$ cat config.mk
export PLATFORM = sky130hd
export DESIGN_NAME = rpc_page_control
export DESIGN_NICKNAME = d
export VERILOG_FILES = /design/src/hw/rpc_pkg.sv /design/src/hw/rpc_map_if.sv /design/src/hw/rpc_page_map.sv /design/src/hw/rpc_page_control.sv
export SDC_FILE = /design/constraint.sdc
export NUM_CORES = 1
export LEC_CHECK = 0
export BUFFER_PORTS_ARGS = -buffer_cell sky130_fd_sc_hd__buf_2
export CAP_MARGIN = 5
export CORE_MARGIN = 2
export CORE_UTILIZATION = 45
export CTS_CLUSTER_DIAMETER = 200
export DETAILED_ROUTE_END_ITERATION = 16
export GPL_TIMING_DRIVEN = 0
export PLACE_DENSITY = 0.75
export SLEW_MARGIN = 20
export SYNTH_ARGS = -nofsm -noshare
export SYNTH_HDL_FRONTEND = slang
export SYNTH_SLANG_ARGS = --single-unit
$ cat constraint.sdc
create_clock -name ref_clk -period 2.7 [get_ports ref_clk]
set_input_delay 0.54 -clock ref_clk [delete_from_list [all_inputs] [get_ports ref_clk]]
set_output_delay 0.54 -clock ref_clk [all_outputs]
set_load 0.02 [all_outputs]
$ cat src/hw/rpc_pkg.sv
/*
  Constants shared by the register page control block: offsets, field positions,
  reset values, page windows and the state type of the access sequencer.
  Assumes a protocol engine on the same clock that frames 2-wire and 4-wire accesses.
*/
// Function
// With auto return set, page field goes to 000 when the access ends.
// Bit 6 picks 2-wire multiple write: 0 page write, 1 repeated write.
// Multiple write selection is ignored for 4-wire transfers.
// 2-wire page decode ignores bit 0: 00x, 01x, 10x windows.
// 4-wire page decode: 000, 001, 010, 100 select 128-register windows.
// Without auto return, page stays until the host writes a new one.
package rpc_pkg;

  // ==========================================================================
  // register offsets
  localparam logic [7:0] RPC_PAGE_CTL_SHORT = 8'h00;
  localparam logic [9:0] RPC_VARIANT_OFF = 10'h202;
  localparam logic [9:0] RPC_CUSTOMER_OFF = 10'h203;
  localparam logic [9:0] RPC_CONFIG_OFF = 10'h204;

  // ==========================================================================
  // page control fields and reset value
  localparam int RPC_AUTO_RET_BIT = 7;
  localparam int RPC_WMODE_BIT = 6;
  localparam int RPC_PAGE_MSB = 2;
  localparam logic [7:0] RPC_PAGE_CTL_RST = 8'h00;
  localparam logic [7:0] RPC_PAGE_CTL_MASK = 8'hC7;
  localparam logic [2:0] RPC_PAGE_ZERO = 3'h0;

  // ==========================================================================
  // page windows
  localparam logic [9:0] RPC_BASE_0 = 10'h000;
  localparam logic [9:0] RPC_BASE_80 = 10'h080;
  localparam logic [9:0] RPC_BASE_100 = 10'h100;
  localparam logic [9:0] RPC_BASE_200 = 10'h200;
  localparam logic [2:0] RPC_SPI_PG0 = 3'h0;
  localparam logic [2:0] RPC_SPI_PG1 = 3'h1;
  localparam logic [2:0] RPC_SPI_PG2 = 3'h2;
  localparam logic [2:0] RPC_SPI_PG4 = 3'h4;
  localparam logic [1:0] RPC_TW_PG0 = 2'h0;
  localparam logic [1:0] RPC_TW_PG1 = 2'h1;
  localparam logic [1:0] RPC_TW_PG2 = 2'h2;

  // ==========================================================================
  // sequencer states, gray along idle -> data -> address
  typedef enum logic [1:0] {
    RPC_IDLE = 2'h0,
    RPC_DATA = 2'h1,
    RPC_ADDR = 2'h3
  } rpc_state_t;

endpackage

$ cat src/hw/rpc_map_if.sv
/*
  Carrier between the page control core and its address mapper.
  Assumes both ends sit in the same clock domain; the mapping is combinational.
*/
`timescale 1ns/10ps
interface rpc_map_if;
  logic [2:0] page;
  logic isSpi;
  logic [7:0] shortAddr;
  logic [9:0] fullAddr;
  logic inRange;

  modport ctl (
    output page,
    output isSpi,
    output shortAddr,
    input fullAddr,
    input inRange
  );

  modport map (
    input page,
    input isSpi,
    input shortAddr,
    output fullAddr,
    output inRange
  );
endinterface

$ cat src/hw/rpc_page_map.sv
/*
  Address mapper: turns a short register address and the page field into a
  full register address. Assumes the caller says which interface carries the access.
*/
`timescale 1ns/10ps
module rpc_page_map
  import rpc_pkg::*;
(
  rpc_map_if.map mp
);

  // ==========================================================================
  // 2-wire windows, lowest page bit ignored
  logic [1:0] twPage;
  logic [9:0] twBase;
  logic twOk;
  assign twPage = mp.page[2:1];
  assign twBase = (twPage == RPC_TW_PG0) ? RPC_BASE_0 : (twPage == RPC_TW_PG1) ? RPC_BASE_100 : RPC_BASE_200;
  // the first window spans a whole byte, the others only 128 registers
  assign twOk = (twPage == RPC_TW_PG0) || (((twPage == RPC_TW_PG1) || (twPage == RPC_TW_PG2)) && !mp.shortAddr[7]);

  // ==========================================================================
  // 4-wire windows, all 128 registers wide
  logic [9:0] spiBase;
  logic spiPgOk;
  logic spiOk;
  assign spiPgOk = (mp.page == RPC_SPI_PG0) || (mp.page == RPC_SPI_PG1) || (mp.page == RPC_SPI_PG2) ||
                   (mp.page == RPC_SPI_PG4);
  assign spiBase = (mp.page == RPC_SPI_PG1) ? RPC_BASE_80 : (mp.page == RPC_SPI_PG2) ? RPC_BASE_100 :
                   (mp.page == RPC_SPI_PG4) ? RPC_BASE_200 : RPC_BASE_0;
  assign spiOk = spiPgOk && !mp.shortAddr[7];

  // ==========================================================================
  // selection by interface
  logic [9:0] offset;
  assign offset = {2'h0, mp.shortAddr};
  assign mp.fullAddr = (mp.isSpi ? spiBase : twBase) + offset;
  assign mp.inRange = mp.isSpi ? spiOk : twOk;

endmodule

$ cat src/hw/rpc_page_control.sv
/*
  Register page control core: holds the page control register, tracks the
  current register address of an access, handles 2-wire multiple writes and
  serves the identity registers. Assumes a protocol engine on ref_clk that
  frames accesses with start, byte and end pulses; other registers live outside.
*/
`timescale 1ns/10ps
module rpc_page_control
  import rpc_pkg::*;
#(
  parameter logic [3:0] MASK_REV_VAL = 4'h1,   // arbitrary value
  parameter logic [3:0] VARIANT_REV_VAL = 4'h2, // arbitrary value
  parameter logic [7:0] CUSTOMER_VAL = 8'h5A,   // arbitrary value
  parameter logic [7:0] CONFIGURATION_REVISION_FIELD_VAL = 8'h01  // arbitrary value
)(
  input wire logic ref_clk,
  input wire logic rstn,
  input wire logic accStart,
  input wire logic [7:0] accAddr,
  input wire logic accIsSpi,
  input wire logic accWrite,
  input wire logic accByteValid,
  input wire logic [7:0] accByte,
  input wire logic accEnd,
  input wire logic [7:0] extRdData,
  output logic regWrite,
  output logic regRead,
  output logic [9:0] regAddr,
  output logic [7:0] regWdata,
  output logic [7:0] rdData,
  output logic addrValid,
  output logic [2:0] pageSel,
  output logic autoReturnPage,
  output logic repeatedWrite
);

  // ==========================================================================
  // state
  rpc_state_t state_reg;
  rpc_state_t state_next;
  logic [7:0] pageCtl_reg;
  logic [7:0] pageCtl_next;
  logic [7:0] curAddr_reg;
  logic [7:0] curAddr_next;
  logic spi_reg;
  logic spi_next;
  logic regWrite_reg;
  logic regRead_reg;
  logic [9:0] regAddr_reg;
  logic [7:0] regWdata_reg;
  logic [7:0] rdData_reg;
  logic [7:0] rdData_next;

  // ==========================================================================
  // address mapping
  rpc_map_if mapIf ();
  rpc_page_map u_map (
    .mp(mapIf)
  );
  assign mapIf.page = pageCtl_reg[RPC_PAGE_MSB:0];
  assign mapIf.isSpi = spi_reg;
  assign mapIf.shortAddr = curAddr_reg;

  // ==========================================================================
  // decode of the current address
  logic hitPageCtl;
  logic hitVariant;
  logic hitCustomer;
  logic hitConfig;
  logic hitLocal;
  logic [7:0] idVariant;
  // page control answers at short address zero in every window, so the host
  // can always leave a page without first knowing which one is selected
  assign hitPageCtl = (curAddr_reg == RPC_PAGE_CTL_SHORT);
  assign hitVariant = mapIf.inRange && (mapIf.fullAddr == RPC_VARIANT_OFF);
  assign hitCustomer = mapIf.inRange && (mapIf.fullAddr == RPC_CUSTOMER_OFF);
  assign hitConfig = mapIf.inRange && (mapIf.fullAddr == RPC_CONFIG_OFF);
  assign hitLocal = hitPageCtl || hitVariant || hitCustomer || hitConfig;
  assign idVariant = {MASK_REV_VAL, VARIANT_REV_VAL};

  // ==========================================================================
  // byte events within an access
  logic active;
  logic wrByte;
  logic rdByte;
  logic addrByte;
  logic twRepeat;
  assign active = (state_reg != RPC_IDLE);
  assign wrByte = (state_reg == RPC_DATA) && accByteValid && accWrite && !accStart;
  assign rdByte = (state_reg == RPC_DATA) && accByteValid && !accWrite && !accStart;
  assign addrByte = (state_reg == RPC_ADDR) && accByteValid && !accStart;
  // repeated write only for 2-wire; 4-wire always streams   R03
  assign twRepeat = pageCtl_reg[RPC_WMODE_BIT] && !spi_reg;

  // ==========================================================================
  // sequencer next state
  always_comb begin
    state_next = state_reg;
    case (state_reg)
      RPC_IDLE: begin
        if (accStart) begin
          state_next = RPC_DATA;
        end
      end
      RPC_DATA: begin
        if (accStart) begin
          state_next = RPC_DATA;
        end else if (accEnd) begin
          state_next = RPC_IDLE;
        end else if (wrByte && twRepeat) begin
          state_next = RPC_ADDR;
        end
      end
      RPC_ADDR: begin
        if (accStart) begin
          state_next = RPC_DATA;
        end else if (accEnd) begin
          state_next = RPC_IDLE;
        end else if (addrByte) begin
          state_next = RPC_DATA;
        end
      end
      default: begin
        state_next = RPC_IDLE;
      end
    endcase
  end

  // ==========================================================================
  // current short address: loaded at start and by address bytes, stepped per data byte except in repeated write
  always_comb begin
    curAddr_next = curAddr_reg;
    spi_next = spi_reg;
    if (accStart) begin
      curAddr_next = accAddr;
      spi_next = accIsSpi;
    end else if (addrByte) begin
      curAddr_next = accByte;
    end else if (rdByte || (wrByte && !twRepeat)) begin
      curAddr_next = curAddr_reg + 8'h01;
    end
  end

  // ==========================================================================
  // page control register
  logic [7:0] pageWritten;
  assign pageWritten = (wrByte && hitPageCtl) ? (accByte & RPC_PAGE_CTL_MASK) : pageCtl_reg;
  always_comb begin
    pageCtl_next = pageWritten;
    // with auto return set, end of access clears the page field; a write in the same cycle still counts
    if (accEnd && active && pageWritten[RPC_AUTO_RET_BIT]) begin
      pageCtl_next = {pageWritten[7:3], RPC_PAGE_ZERO};
    end
  end

  // ==========================================================================
  // read data, presented one cycle after the address settles
  always_comb begin
    rdData_next = 8'h00;
    if (hitPageCtl) begin
      rdData_next = pageCtl_reg;
    end else if (hitVariant) begin
      rdData_next = idVariant;
    end else if (hitCustomer) begin
      rdData_next = CUSTOMER_VAL;
    end else if (hitConfig) begin
      rdData_next = CONFIGURATION_REVISION_FIELD_VAL;
    end else if (mapIf.inRange) begin
      rdData_next = extRdData;
    end
  end

  // ==========================================================================
  // sequencer and page registers
  always_ff @(posedge ref_clk or negedge rstn) begin
    if (!rstn) begin
      state_reg <= RPC_IDLE;
      pageCtl_reg <= RPC_PAGE_CTL_RST;
      curAddr_reg <= 8'h00;
      spi_reg <= 1'b0;
    end else begin
      state_reg <= state_next;
      pageCtl_reg <= pageCtl_next;
      curAddr_reg <= curAddr_next;
      spi_reg <= spi_next;
    end
  end

  // ==========================================================================
  // outward strobes toward the external register file
  always_ff @(posedge ref_clk or negedge rstn) begin
    if (!rstn) begin
      regWrite_reg <= 1'b0;
      regRead_reg <= 1'b0;
      regAddr_reg <= 10'h000;
      regWdata_reg <= 8'h00;
      rdData_reg <= 8'h00;
    end else begin
      // local and unmapped addresses never reach the outside
      regWrite_reg <= wrByte && mapIf.inRange && !hitLocal;
      regRead_reg <= rdByte && mapIf.inRange && !hitLocal;
      regAddr_reg <= mapIf.fullAddr;
      regWdata_reg <= accByte;
      rdData_reg <= rdData_next;
    end
  end

  // ==========================================================================
  // outputs
  assign regWrite = regWrite_reg;
  assign regRead = regRead_reg;
  assign regAddr = regAddr_reg;
  assign regWdata = regWdata_reg;
  assign rdData = rdData_reg;
  assign addrValid = active && mapIf.inRange;
  assign pageSel = pageCtl_reg[RPC_PAGE_MSB:0];
  assign autoReturnPage = pageCtl_reg[RPC_AUTO_RET_BIT];
  assign repeatedWrite = pageCtl_reg[RPC_WMODE_BIT];

endmodule

==> reports/summary.txt <==
Routed WL per cell: 15.5 um
clk buf depth: 2
number of CTS-inserted buffers: 5
# port buffers: 63
slew margin rel.: 36.9%
Peak VDD IR: 0.000347 V
Vias per Instance: 5.58
Cell Rows: 24
CP required: 2890 ps
DP HPWL: 3530 um
beginning of the critical path: pageCtl_reg[2]$_DFFE_PN0P_
CP Launch Type: register
Fmax: 383 MHz
maximum fanout along the worst path: 6
final core utilization: 61.0%
sequential share of the synthesized area: 53.5%
Pre-antenna DRT Iters: 4
Post-synth EDFFs: 0
First DRT Iteration DRCs: 152
fin crit share: 96.8%
number of buffers and inverters on the critical path: 1
PwrDens: 605 nW/um^2
Mean Syn Cell Area: 10.7 um^2
Die Y: 71.7 um
Largest register FFs: 10
GRT Overall Usage: 20.4%
initial antenna violation count: 0
slowest cell on the critical path: or4b_4
Critical Path AT: 2800 ps
via count: 1,820
r2r startpoint: pageCtl_reg[2]$_DFFE_PN0P_
Worst Hold Margin: 364 ps
Hold Startpoint: accByte[3]
Initial Util: 47.0%
vias in the first global route: 1,756
drc violations: 0
largest net degree at the start of global routing: 45
Yosys cell types: 48
routed wire length: 5070 um
CTS clk-pin slew, worst paths: 90 ps
max layer used: met4
Leak Pwr: 1.31 nW
Hold Crit Class: in2reg
RD Place Congestion: 0.916
Mapped Area: 2060 um^2
Tot Pwr: 1.62 mW
clock sinks: 44
die area: 5130 um^2
minimum clock period: 2610 ps
GRT Residual Overflow: 0
CTS tree: yes
ys flop type: dfrtp_1
Placed Area: 2450 um^2
met3 WL: 293 um
crit-path cells: inv_2 > ha_4 > nand2_2 > o41ai_4 > ha_1 > or3b_1 > or4b_4 > a21bo_4 > a22oi_2 > nor2b_1
Worst-Skew Late Latency: 300 ps
Die W: 71.7 um
# Max-Cap Violations: 0
Critical Path Max Stage Delay: 520 ps
Synth Warn #: 0
Max Slew Vio Count: 0
first-pass GRT wire length: 8090 um
worst clock skew: 5.18 ps
cts hold-fix bufs: 0
outcome: finished, final reports clean
Slew @ Worst Pin: 947 ps
Root Buffer: clkbuf_8
Setup-failing EPs final: 0
ys async rst share: 100%
layout cells sized above 1: 39.1%
H-tree Lvls: 2
crit end category: register
WS Path Type: reg2reg
Mapped Nets: 231
post-route cell area: 2680 um^2
area grow syn2layout: 29.9%
Ports: 65
final hold violation count: 0
Top delay family on crit path: simple AND/OR/NAND/NOR gates
Core Area: 4380 um^2
final net count: 311
Post-DRT Antenna Nets: 0
Inserted Diodes: 0
routed wl met2: 2500 um
Syn Inst Count: 193
metal1 wirelength: 2180 um
RSZ-0062 raised after global routing: no
post-synthesis register bit count: 44
[what timing repair did]
item / CTS / global route
buffers inserted: 10 / 1
endpoints found under the setup margin: 10 / 10
pin swaps: 4 / 5
gates resized for setup: 8 / 8
[area by class of cell]
| class | count | area, um^2 |
|---|---|---|
| plain buffers | 4 | 16.3 |
| clock buffers | 6 | 82.6 |
| clock inverters | 2 | 10.0 |
| fillers | 349 | 1710 |
| inverters | 8 | 30.0 |
| multi-input cells | 136 | 967 |
| flip-flops and latches | 44 | 1110 |
| well taps | 52 | 65.1 |
| repair buffers | 74 | 398 |
[cells by family after synthesis]
kind of cell	after synthesis	share of synthesized area [%]
AOI/OAI and AO/OA	50	16.7
and+or+nand+nor	73	20.2
muxes	4	2.07
buffers and inverters	13	2.49
DFF	44	53.5
adders and majority gates	7	4.25
xor gates and xnor gates	2	0.851
[metrics by stage]
step	TNS [ps]	setup WS, ps	std cells
final	0	87.4	326
after global routing	0	7.99	326
after CTS	0	10.3	325
after detailed placement	-814	-158	308
after global placement	-679	-141	308
after floorplan	0	1.58	193
[cell usage in the layout (no fill, tap or decap), types with 4 or more instances in the layout]
cell,instances
buf_2,64
ha_1,6
and3_1,5
o21ai_0,18
a31oi_1,5
clkbuf_8,6
nor2_1,15
dfrtp_1,40
inv_1,6
buf_4,11
dfrtp_2,4
nand3_1,12
nand2_1,13
nor3_1,6
a221oi_1,4
[synth_stat cells (3+ instances only)]
library cell  number  area (um^2)
a21oi_1            3         15.0
a221oi_1           4         35.0
a31oi_1            5         31.3
and3_1             5         31.3
clkbuf_1           3         11.3
dfrtp_1           44         1100
ha_1               7         87.6
inv_1              8         30.0
nand2_1           15         56.3
nand3_1           12         60.1
nor2_1            15         56.3
nor2b_1            3         18.8
nor3_1             6         30.0
nor3b_1            3         22.5
o21ai_0           18         90.1
[metal layers]
layer,global-route usage (%),vias up
li1,-,865
met1,27.1,876
met2,34.4,70
met3,4.36,9
met4,5.03,0
met5,0,-
[where the power goes]
| group | leakage [nW] | switching [mW] | total (mW) | internal, mW |
|---|---|---|---|---|
| Sequential | 0.541 | 0.0620 | 0.793 | 0.731 |
| Clock | 0.0510 | 0.226 | 0.431 | 0.204 |
| Combinational | 0.719 | 0.237 | 0.395 | 0.158 |
| Total | 1.31 | 0.525 | 1.62 | 1.09 |
[path summary, 6_finish.rpt]
kind | endpoint | slack, ps | cells past startpoint
worst max-delay path | rdData[4]$_DFF_PN0_ | 90 | 10
worst min-delay path | regWdata[3]$_DFF_PN0_ | 360 | 1
worst max register to register | rdData[4]$_DFF_PN0_ | 90 | 10
worst min register to register | regAddr[0]$_DFF_PN0_ | 460 | 0
max in group asynchronous | pageCtl_reg[0]$_DFFE_PN0P_ | 1670 | 1
min in group asynchronous | regWdata[2]$_DFF_PN0_ | 390 | 1
Power figures use the tool's default switching activity.
